<file path="src/vtr_pkg.sv">
/*
 * vtr_pkg: subaddresses, field positions and reset values for the
 * timing, subcarrier, caption, blanking-line and copy-control registers.
 * assumes: an 8-bit subaddressed register port with byte-wide data.
 */
package vtr_pkg;

  // subaddresses
  localparam logic [7:0] SA_SYNC_ADJ = 8'h08;
  localparam logic [7:0] SA_FREQ0 = 8'h09;
  localparam logic [7:0] SA_FREQ1 = 8'h0a;
  localparam logic [7:0] SA_FREQ2 = 8'h0b;
  localparam logic [7:0] SA_FREQ3 = 8'h0c;
  localparam logic [7:0] SA_PHASE = 8'h0d;
  localparam logic [7:0] SA_CAP_EVEN0 = 8'h0e;
  localparam logic [7:0] SA_CAP_EVEN1 = 8'h0f;
  localparam logic [7:0] SA_CAP_ODD0 = 8'h10;
  localparam logic [7:0] SA_CAP_ODD1 = 8'h11;
  localparam logic [7:0] SA_LINE0 = 8'h12;
  localparam logic [7:0] SA_LINE1 = 8'h13;
  localparam logic [7:0] SA_LINE2 = 8'h14;
  localparam logic [7:0] SA_LINE3 = 8'h15;
  localparam logic [7:0] SA_COPY0 = 8'h16;
  localparam logic [7:0] SA_TTX_EDGES = 8'h19;

  // sync timing adjust fields (lsb of each 2-bit field)
  localparam int HS_WIDTH_LSB = 0;
  localparam int HS_TO_VS_LSB = 2;
  localparam int HS_FIELD_LSB = 4;
  localparam int HS_PIXEL_LSB = 6;

  // copy control fields
  localparam int CGMS_TAIL_LSB = 0;
  localparam int CGMS_CRC_BIT = 4;
  localparam int CGMS_ODD_BIT = 5;
  localparam int CGMS_EVEN_BIT = 6;
  localparam int WSS_EN_BIT = 7;

  // teletext request edge nibbles
  localparam int TTX_FALL_LSB = 0;
  localparam int TTX_RISE_LSB = 4;
  localparam int TTX_DEFAULT_BITS = 360;

  // timing modes
  localparam logic [1:0] TIMING_MODE_1 = 2'h1;
  localparam logic [1:0] TIMING_MODE_2 = 2'h2;

  // reset values
  localparam logic [7:0] RST_ZERO = 8'h00;
  localparam logic [7:0] RST_FREQ0 = 8'h16;
  localparam logic [7:0] RST_PHASE = 8'h00;

endpackage : vtr_pkg

</file>
<file path="src/vtr_regs.sv">
/*
 * vtr_regs: register group for sync timing, subcarrier word and phase,
 * caption bytes, blanking-line enables, teletext request edges and
 * copy control, with decoded control outputs for the encoder core.
 * assumes: the serial bus slave presents one-cycle write strobes and a
 * subaddress synchronous to clk_i; read data is registered.
 */
`timescale 1ns/1ps

// Notes on behaviour
// sync timing adjust at 08H, read and write
// bits 1:0 set master hsync width
// bits 3:2 shift hsync versus field/vsync
// mode 1: bits 5:4 hsync to field rise
// mode 2: bits 5:4 set vsync width
// bits 7:6 hsync versus pixel data
// 09H-0CH hold 32-bit subcarrier increment
// lowest frequency byte resets to 16h
// phase at 0DH, 1.41 degrees per step
// even field caption bytes at 0EH/0FH
// odd field caption bytes at 10H/11H
// 12H-15H one bit per blanking line
// ntsc: set bit kills pedestal on line
// pal: set bit enables teletext on line
// upper nibble at 19H: request rise 0-15
// lower nibble: request fall 0-15 clocks
// fall nibble zero: fall tracks rise; code sets fall to new rise minus previous rise, per write, not cumulative
// copy bits 3:0 are cgms tail only
// bit 4 selects internal cgms crc
// bits 5/6 cgms odd/even, ntsc only
// bit 7 wss enable, pal only
// shared data bits: cgms ntsc, wss pal
// lowest subaddress is increment lsb
module vtr_regs (
  // clock and reset
  input wire logic clk_i,
  input wire logic rst_n_i,
  // register port
  input wire logic wr_en_i,
  input wire logic rd_en_i,
  input wire logic [7:0] addr_i,
  input wire logic [7:0] wdata_i,
  output logic [7:0] rdata_o,
  output logic rvalid_o,
  output logic addr_hit_o,
  // encoder state
  input wire logic pal_mode_i,
  input wire logic [1:0] timing_mode_i,
  // sync timing controls
  output logic [1:0] hsync_width_o,
  output logic [1:0] hsync_to_vsync_o,
  output logic [1:0] hsync_to_field_rise_o,
  output logic [1:0] vsync_width_o,
  output logic [1:0] hsync_to_pixel_o,
  // subcarrier
  output logic [31:0] subcarrier_incr_o,
  output logic [7:0] subcarrier_phase_o,
  // closed caption
  output logic [15:0] caption_even_data_o,
  output logic [15:0] caption_odd_data_o,
  // blanking line controls
  output logic [15:0] pedestal_even_lines_o,
  output logic [15:0] pedestal_odd_lines_o,
  output logic [15:0] teletext_even_lines_o,
  output logic [15:0] teletext_odd_lines_o,
  // teletext request window
  output logic [3:0] teletext_rise_o,
  output logic [3:0] teletext_fall_o,
  // copy generation and wide screen
  output logic [3:0] cgms_tail_o,
  output logic cgms_crc_internal_o,
  output logic cgms_odd_en_o,
  output logic cgms_even_en_o,
  output logic wss_en_o,
  output logic shared_is_cgms_o
);

  logic rst_sync1_q;
  logic rst_sync2_q;
  logic rst_n;

  logic [7:0] sync_timing_adjust_q;
  logic [7:0] freq_q [4];
  logic [7:0] subcarrier_phase_q;
  logic [7:0] cap_even_q [2];
  logic [7:0] cap_odd_q [2];
  logic [7:0] line_q [4];
  logic [7:0] copy_control_0_q;
  logic [7:0] teletext_request_edges_q;
  logic [3:0] fall_offset_q;
  logic [7:0] rdata_q;
  logic rvalid_q;

  logic wr_sync;
  logic wr_phase;
  logic wr_copy;
  logic wr_ttx;
  logic [7:0] rdata_d;
  logic hit;

  // true when the subaddress lies within base .. base+n-1
  function automatic logic in_range(input logic [7:0] a,
                                    input logic [7:0] base,
                                    input logic [7:0] n);
    in_range = (a >= base) && (a < base + n);
  endfunction : in_range

  // reset release through two flops
  always_ff @(posedge clk_i or negedge rst_n_i)
  begin
    if (!rst_n_i)
    begin
      rst_sync1_q <= 1'b0;
      rst_sync2_q <= 1'b0;
    end
    else
    begin
      rst_sync1_q <= 1'b1;
      rst_sync2_q <= rst_sync1_q;
    end
  end
  assign rst_n = rst_sync2_q;

  assign wr_sync = wr_en_i && (addr_i == vtr_pkg::SA_SYNC_ADJ);
  assign wr_phase = wr_en_i && (addr_i == vtr_pkg::SA_PHASE);
  assign wr_copy = wr_en_i && (addr_i == vtr_pkg::SA_COPY0);
  assign wr_ttx = wr_en_i && (addr_i == vtr_pkg::SA_TTX_EDGES);

  always_ff @(posedge clk_i or negedge rst_n)
  begin
    if (!rst_n)
      sync_timing_adjust_q <= vtr_pkg::RST_ZERO;
    else if (wr_sync)
      sync_timing_adjust_q <= wdata_i;
  end

  // frequency bytes; byte 0 sits at the lowest subaddress
  always_ff @(posedge clk_i or negedge rst_n)
  begin
    if (!rst_n)
    begin
      freq_q[0] <= vtr_pkg::RST_FREQ0;
      freq_q[1] <= vtr_pkg::RST_ZERO;
      freq_q[2] <= vtr_pkg::RST_ZERO;
      freq_q[3] <= vtr_pkg::RST_ZERO;
    end
    else if (wr_en_i && in_range(addr_i, vtr_pkg::SA_FREQ0, 8'h04))
      freq_q[2'(addr_i - vtr_pkg::SA_FREQ0)] <= wdata_i;
  end

  always_ff @(posedge clk_i or negedge rst_n)
  begin
    if (!rst_n)
      subcarrier_phase_q <= vtr_pkg::RST_PHASE;
    else if (wr_phase)
      subcarrier_phase_q <= wdata_i;
  end

  always_ff @(posedge clk_i or negedge rst_n)
  begin
    if (!rst_n)
    begin
      cap_even_q[0] <= vtr_pkg::RST_ZERO;
      cap_even_q[1] <= vtr_pkg::RST_ZERO;
    end
    else if (wr_en_i && in_range(addr_i, vtr_pkg::SA_CAP_EVEN0, 8'h02))
      cap_even_q[addr_i[0] ^ vtr_pkg::SA_CAP_EVEN0[0]] <= wdata_i;
  end

  always_ff @(posedge clk_i or negedge rst_n)
  begin
    if (!rst_n)
    begin
      cap_odd_q[0] <= vtr_pkg::RST_ZERO;
      cap_odd_q[1] <= vtr_pkg::RST_ZERO;
    end
    else if (wr_en_i && in_range(addr_i, vtr_pkg::SA_CAP_ODD0, 8'h02))
      cap_odd_q[addr_i[0] ^ vtr_pkg::SA_CAP_ODD0[0]] <= wdata_i;
  end

  always_ff @(posedge clk_i or negedge rst_n)
  begin
    if (!rst_n)
    begin
      line_q[0] <= vtr_pkg::RST_ZERO;
      line_q[1] <= vtr_pkg::RST_ZERO;
      line_q[2] <= vtr_pkg::RST_ZERO;
      line_q[3] <= vtr_pkg::RST_ZERO;
    end
    else if (wr_en_i && in_range(addr_i, vtr_pkg::SA_LINE0, 8'h04))
      line_q[2'(addr_i - vtr_pkg::SA_LINE0)] <= wdata_i;
  end

  always_ff @(posedge clk_i or negedge rst_n)
  begin
    if (!rst_n)
      copy_control_0_q <= vtr_pkg::RST_ZERO;
    else if (wr_copy)
      copy_control_0_q <= wdata_i;
  end

  always_ff @(posedge clk_i or negedge rst_n)
  begin
    if (!rst_n)
      teletext_request_edges_q <= vtr_pkg::RST_ZERO;
    else if (wr_ttx)
      teletext_request_edges_q <= wdata_i;
  end

  // fall offset latched while the fall nibble is zero, so a later
  // rise change sets the fall edge to the new rise minus the previous rise
  always_ff @(posedge clk_i or negedge rst_n)
  begin
    if (!rst_n)
      fall_offset_q <= 4'h0;
    else if (wr_ttx &&
             (teletext_request_edges_q[vtr_pkg::TTX_FALL_LSB +: 4] == 4'h0))
      fall_offset_q <= 4'(wdata_i[vtr_pkg::TTX_RISE_LSB +: 4] -
                          teletext_request_edges_q[vtr_pkg::TTX_RISE_LSB +: 4]);
    else if (wr_ttx)
      fall_offset_q <= 4'h0;
  end

  // read path
  always_comb
  begin
    rdata_d = 8'h00;
    hit = 1'b1;
    unique case (addr_i)
      vtr_pkg::SA_SYNC_ADJ: rdata_d = sync_timing_adjust_q;
      vtr_pkg::SA_FREQ0: rdata_d = freq_q[0];
      vtr_pkg::SA_FREQ1: rdata_d = freq_q[1];
      vtr_pkg::SA_FREQ2: rdata_d = freq_q[2];
      vtr_pkg::SA_FREQ3: rdata_d = freq_q[3];
      vtr_pkg::SA_PHASE: rdata_d = subcarrier_phase_q;
      vtr_pkg::SA_CAP_EVEN0: rdata_d = cap_even_q[0];
      vtr_pkg::SA_CAP_EVEN1: rdata_d = cap_even_q[1];
      vtr_pkg::SA_CAP_ODD0: rdata_d = cap_odd_q[0];
      vtr_pkg::SA_CAP_ODD1: rdata_d = cap_odd_q[1];
      vtr_pkg::SA_LINE0: rdata_d = line_q[0];
      vtr_pkg::SA_LINE1: rdata_d = line_q[1];
      vtr_pkg::SA_LINE2: rdata_d = line_q[2];
      vtr_pkg::SA_LINE3: rdata_d = line_q[3];
      vtr_pkg::SA_COPY0: rdata_d = copy_control_0_q;
      vtr_pkg::SA_TTX_EDGES: rdata_d = teletext_request_edges_q;
      default: hit = 1'b0;
    endcase
  end

  // unmapped subaddresses read as zero
  always_ff @(posedge clk_i or negedge rst_n)
  begin
    if (!rst_n)
    begin
      rdata_q <= 8'h00;
      rvalid_q <= 1'b0;
    end
    else
    begin
      rvalid_q <= rd_en_i;
      if (rd_en_i)
        rdata_q <= rdata_d;
    end
  end

  assign rdata_o = rdata_q;
  assign rvalid_o = rvalid_q;
  assign addr_hit_o = hit;

  // sync timing decode
  assign hsync_width_o =
    sync_timing_adjust_q[vtr_pkg::HS_WIDTH_LSB +: 2];
  assign hsync_to_vsync_o =
    sync_timing_adjust_q[vtr_pkg::HS_TO_VS_LSB +: 2];
  assign hsync_to_field_rise_o =
    (timing_mode_i == vtr_pkg::TIMING_MODE_1) ?
    sync_timing_adjust_q[vtr_pkg::HS_FIELD_LSB +: 2] : 2'h0;
  assign vsync_width_o =
    (timing_mode_i == vtr_pkg::TIMING_MODE_2) ?
    sync_timing_adjust_q[vtr_pkg::HS_FIELD_LSB +: 2] : 2'h0;
  // applies in master and slave alike
  assign hsync_to_pixel_o =
    sync_timing_adjust_q[vtr_pkg::HS_PIXEL_LSB +: 2];

  assign subcarrier_incr_o =
    {freq_q[3], freq_q[2], freq_q[1], freq_q[0]};
  assign subcarrier_phase_o = subcarrier_phase_q;

  assign caption_even_data_o = {cap_even_q[1], cap_even_q[0]};
  assign caption_odd_data_o = {cap_odd_q[1], cap_odd_q[0]};

  // same bits mean pedestal-off in ntsc, teletext-on in pal
  assign pedestal_even_lines_o =
    pal_mode_i ? 16'h0000 : {line_q[1], line_q[0]};
  assign pedestal_odd_lines_o =
    pal_mode_i ? 16'h0000 : {line_q[3], line_q[2]};
  assign teletext_even_lines_o =
    pal_mode_i ? {line_q[1], line_q[0]} : 16'h0000;
  assign teletext_odd_lines_o =
    pal_mode_i ? {line_q[3], line_q[2]} : 16'h0000;

  assign teletext_rise_o =
    teletext_request_edges_q[vtr_pkg::TTX_RISE_LSB +: 4];
  // nonzero fall nibble is used as written
  assign teletext_fall_o =
    (teletext_request_edges_q[vtr_pkg::TTX_FALL_LSB +: 4] == 4'h0) ?
    fall_offset_q :
    teletext_request_edges_q[vtr_pkg::TTX_FALL_LSB +: 4];

  assign cgms_tail_o =
    copy_control_0_q[vtr_pkg::CGMS_TAIL_LSB +: 4];
  assign cgms_crc_internal_o = copy_control_0_q[vtr_pkg::CGMS_CRC_BIT];
  assign cgms_odd_en_o =
    !pal_mode_i && copy_control_0_q[vtr_pkg::CGMS_ODD_BIT];
  assign cgms_even_en_o =
    !pal_mode_i && copy_control_0_q[vtr_pkg::CGMS_EVEN_BIT];
  assign wss_en_o = pal_mode_i && copy_control_0_q[vtr_pkg::WSS_EN_BIT];
  assign shared_is_cgms_o = !pal_mode_i;

endmodule : vtr_regs

</file>
<file path="config.mk">
export PLATFORM = sky130hd
export DESIGN_NAME = vtr_regs
export DESIGN_NICKNAME = d
export VERILOG_FILES = /design/src/vtr_pkg.sv /design/src/vtr_regs.sv
export SDC_FILE = /design/constraint.sdc
export NUM_CORES = 1
export LEC_CHECK = 0
export ABC_CLOCK_PERIOD_IN_PS = 4560
export BUFFER_PORTS_ARGS = -buffer_cell sky130_fd_sc_hd__buf_4
export CAP_MARGIN = 0
export CORE_MARGIN = 2
export CORE_UTILIZATION = 48
export CTS_BUF_LIST = sky130_fd_sc_hd__clkbuf_16
export DETAILED_ROUTE_END_ITERATION = 10
export GPL_ROUTABILITY_DRIVEN = 0
export GPL_TIMING_DRIVEN = 0
export PLACE_DENSITY = 0.77
export SLEW_MARGIN = 10
export SYNTH_ARGS = -nofsm -noshare
export SYNTH_HDL_FRONTEND = slang
export SYNTH_SLANG_ARGS = --single-unit
</file>
<file path="constraint.sdc">
create_clock -name clk_i -period 4.56 [get_ports clk_i]
set_clock_uncertainty 0.15 [all_clocks]
set_input_delay 0.456 -clock clk_i [delete_from_list [all_inputs] [get_ports clk_i]]
set_output_delay 0.456 -clock clk_i [all_outputs]
set_load 0.05 [all_outputs]
</file>
==> flow_summary.yaml <==
status:
  status: "completed"
yosys:
  syn_area_per_cell_um2: 12.0
  synth_most_common_cell: "dfrtp_1"
  synth_edf_count: 0
  synth.distinct_cells: 60
  syn_nets: 652
  synthTopCellsByArea: "dfrtp_1 (47%), mux2_2 (11%), mux2_1 (7.1%), mux2i_1 (4.0%), nor2b_1 (3.2%)"
  mappedNetlistArea_um2: 7480
  synth_seq_area_share: 0.479
  yosys.area.top_type: "dfrtp_1"
  synth_common_cells: "dfrtp_1 (140), mux2_2 (70), mux2_1 (47)"
  ys.flop_type: "dfrtp_1"
  synth_top_area_share: 0.468
  ys_warn_count: 0
  ys_seq_elements: 143
  async_reset_ff_frac: 1.00
  synthCells: 625
finish:
  nFillCells: 1198
  seqCellArea_um2: 3590
  antenna_cells: 0
  syn2layout_area_growth_pct: 30.9
  utilization: 0.645
  drive_above_1_share: 0.422
  multi_input_area_um2: 3600
  layout.nets: 868
  finalInstanceArea_um2: 9800
drt:
  dr.first_iter.drc_count: 357
  drc: 0
  via_count: 6021
  routed_wl_mm: 22.6
  postRouteAntennaNets: 0
  viasPerCell: 5.78
  dr.pass1.iters: 7
  post_drt_wl_per_cell_um: 21.7
power:
  peakVddDrop_v: 0.000232
  power.static_leakage_uw: 0.00496
  power_density_nw_per_um2: 347
worst_setup_path:
  cp.required_ns: 3.95
  critPathArrivalTime_ns: 1.87
  path_max_fanout: 5
  slowest_stage: "nor4_1"
  crit_type: "register to output pin"
  path_cells: "nor4_1 > a21o_1 > buf_4"
  cp-end-kind: "output pin"
  r2r_cells: 4
  startpoint_type: "register"
  max_stage_delay_ns: 0.60
clock_network:
  cts_tree: "built"
  cts_sinks: 143
  cts_buffer_depth: 2
  clock_latency_ns: 0.43
  numCtsBuffers: 17
  cts-root-buf: "clkbuf_16"
  clk_pin_slew_ns: 0.06
  cts-htree-levels: 4
  postCtsSetupBuffers: 0
floorplanning:
  dieArea_um2: 16600
  start_util: 0.492
  fp.dieH_um: 129
  coreArea_um2: 15200
  io_pins: 196
  die_w_um: 129
  num_rows: 45
sta:
  finalMaxSlewViolations: 0
  max_slew_margin: 0.503
  finalHoldViolCount: 0
  timing.fmax_mhz: 403
  rsz0062_at_grt: "no"
  tightest_slew_ns: 0.746
  whs_ns: 0.0651
  fin_crit_sh: 0.544
  setup_viol: 0
  period_minus_slack_ns: 2.48
placement:
  portBuffers: 194
  dpl_cell_area_um2: 9240
  dpl.hpwl_mm: 16.8
global_routing:
  grt_pass1_vias: 5998
  grt_pass1_wl_mm: 34.0
  antenna_found_initial: 0
  grt_max_degree: 63
  track_usage: 0.273
  overflow: 0
hold_path:
  hold_path_class: "primary input to register"
  hold_path_depth: 1
run:
  drv_cap: 0
cell type report:
| class | count | share of cell area |
|---|---|---|
| Buffer | 50 | 0.0272 |
| Clock buffer | 17 | 0.0434 |
| Clock inverter | 15 | 0.0132 |
| Inverter | 9 | 0.00345 |
| Multi-Input combinational cell | 423 | 0.368 |
| Sequential cell | 143 | 0.366 |
| Tap cell | 188 | 0.0240 |
| Timing Repair Buffer | 197 | 0.155 |
report_power, final:
group / internal [µW] / switching, µW
sequential: 1340 / 74.2
clock: 788 / 528
combinational: 221 / 450
placed cells by master (no fill, tap or decap), types with 7 or more instances in the layout:
cell type  netlist  routed
nor2_1          13      13
buf_2           12      12
and2_1          33      33
nor2b_1         38      38
a21oi_1         10      10
clkbuf_1        22      22
mux2_4          15      15
mux2_1          47      47
mux2i_1         30      30
inv_1            8       9
o21ai_0         17      17
nand2_1         30      30
nand2b_1        12      12
clkbuf_16        0      17
o221ai_1         7       7
a22oi_1         19      19
dfrtp_1        140     139
o22ai_1          7       7
mux2_2          70      70
buf_4           15     209
through the flow:
stage                     total power (µW)  cells  setup slack (ns)  setup TNS (ns)
after CTS                             3410   1042              2.09               0
after global routing                  3510   1042              1.96               0
after global placement                2080   1007             -1.13         -155.30
after detailed placement              2110   1009              2.00               0
after floorplan                       1870    625             0.136               0
final                                 3400   1042              2.08               0
flip-flops by register name (all words and copies together) (netlist names):
signal / count
line_q: 32
subcarrier_incr_o: 32
caption_even_data_o: 16
caption_odd_data_o: 16
copy_control_0_q: 8
rdata_o: 8
subcarrier_phase_o: 8
sync_timing_adjust_q: 8
teletext_request_edges_q: 8
fall_offset_q: 4
rst_n: 1
rst_sync1_q: 1
rvalid_o: 1
worst max-delay path, delay by kind of cell, from the launching register on:
family / cells / cell delay, ns
AOI/OAI and AO/OA: 1 / 0.23
buffers and inverters: 1 / 0.19
DFF: 1 / 0.43
and+or+nand+nor: 1 / 0.60
final timing paths:
path | slack [ns] | to | start
hold reg to reg | 0.12 | fall_offset_q[0] | rst_n
max in group asynchronous | 3.44 | subcarrier_incr_o[2] | rst_n
hold / removal | 0.07 | rvalid_o | rd_en_i
min in group asynchronous | 0.12 | fall_offset_q[0] | rst_n
setup / recovery | 2.08 | teletext_fall_o[2] | teletext_request_edges_q[3]
setup reg to reg | 2.80 | rdata_o[6] | subcarrier_incr_o[22]
layer usage:
layer / GRT usage / part of all wire / vias up
met4: 0.118 / 0.034 / 0
met5: 0 / 0 / -
li1: - / - / 2662
met1: 0.362 / 0.42 / 3021
met3: 0.0536 / 0.068 / 44
met2: 0.441 / 0.48 / 294
kinds of logic (layout without fill, tap and decap cells):
| group | after synthesis | after routing | share of synthesized area |
|---|---|---|---|
| other | 1 | 1 | 0.000501 |
| adder cells (fa/ha/maj) | 4 | 4 | 0.00769 |
| multiplexers | 164 | 164 | 0.252 |
| flip-flops | 143 | 143 | 0.479 |
| buffers and inverters | 59 | 288 | 0.0401 |
| XOR/XNOR | 3 | 3 | 0.00351 |
| AND/OR/NAND/NOR | 163 | 163 | 0.137 |
| AO/OA/AOI/OAI | 88 | 88 | 0.0806 |
what timing repair did:
action,4_1_cts,5_1_grt
setup endpoints to repair,0,0
hold endpoints to repair,2,0
hold buffers,1,0
gates resized for setup,0,0
Note: power is estimated with default switching activity, not from simulation.
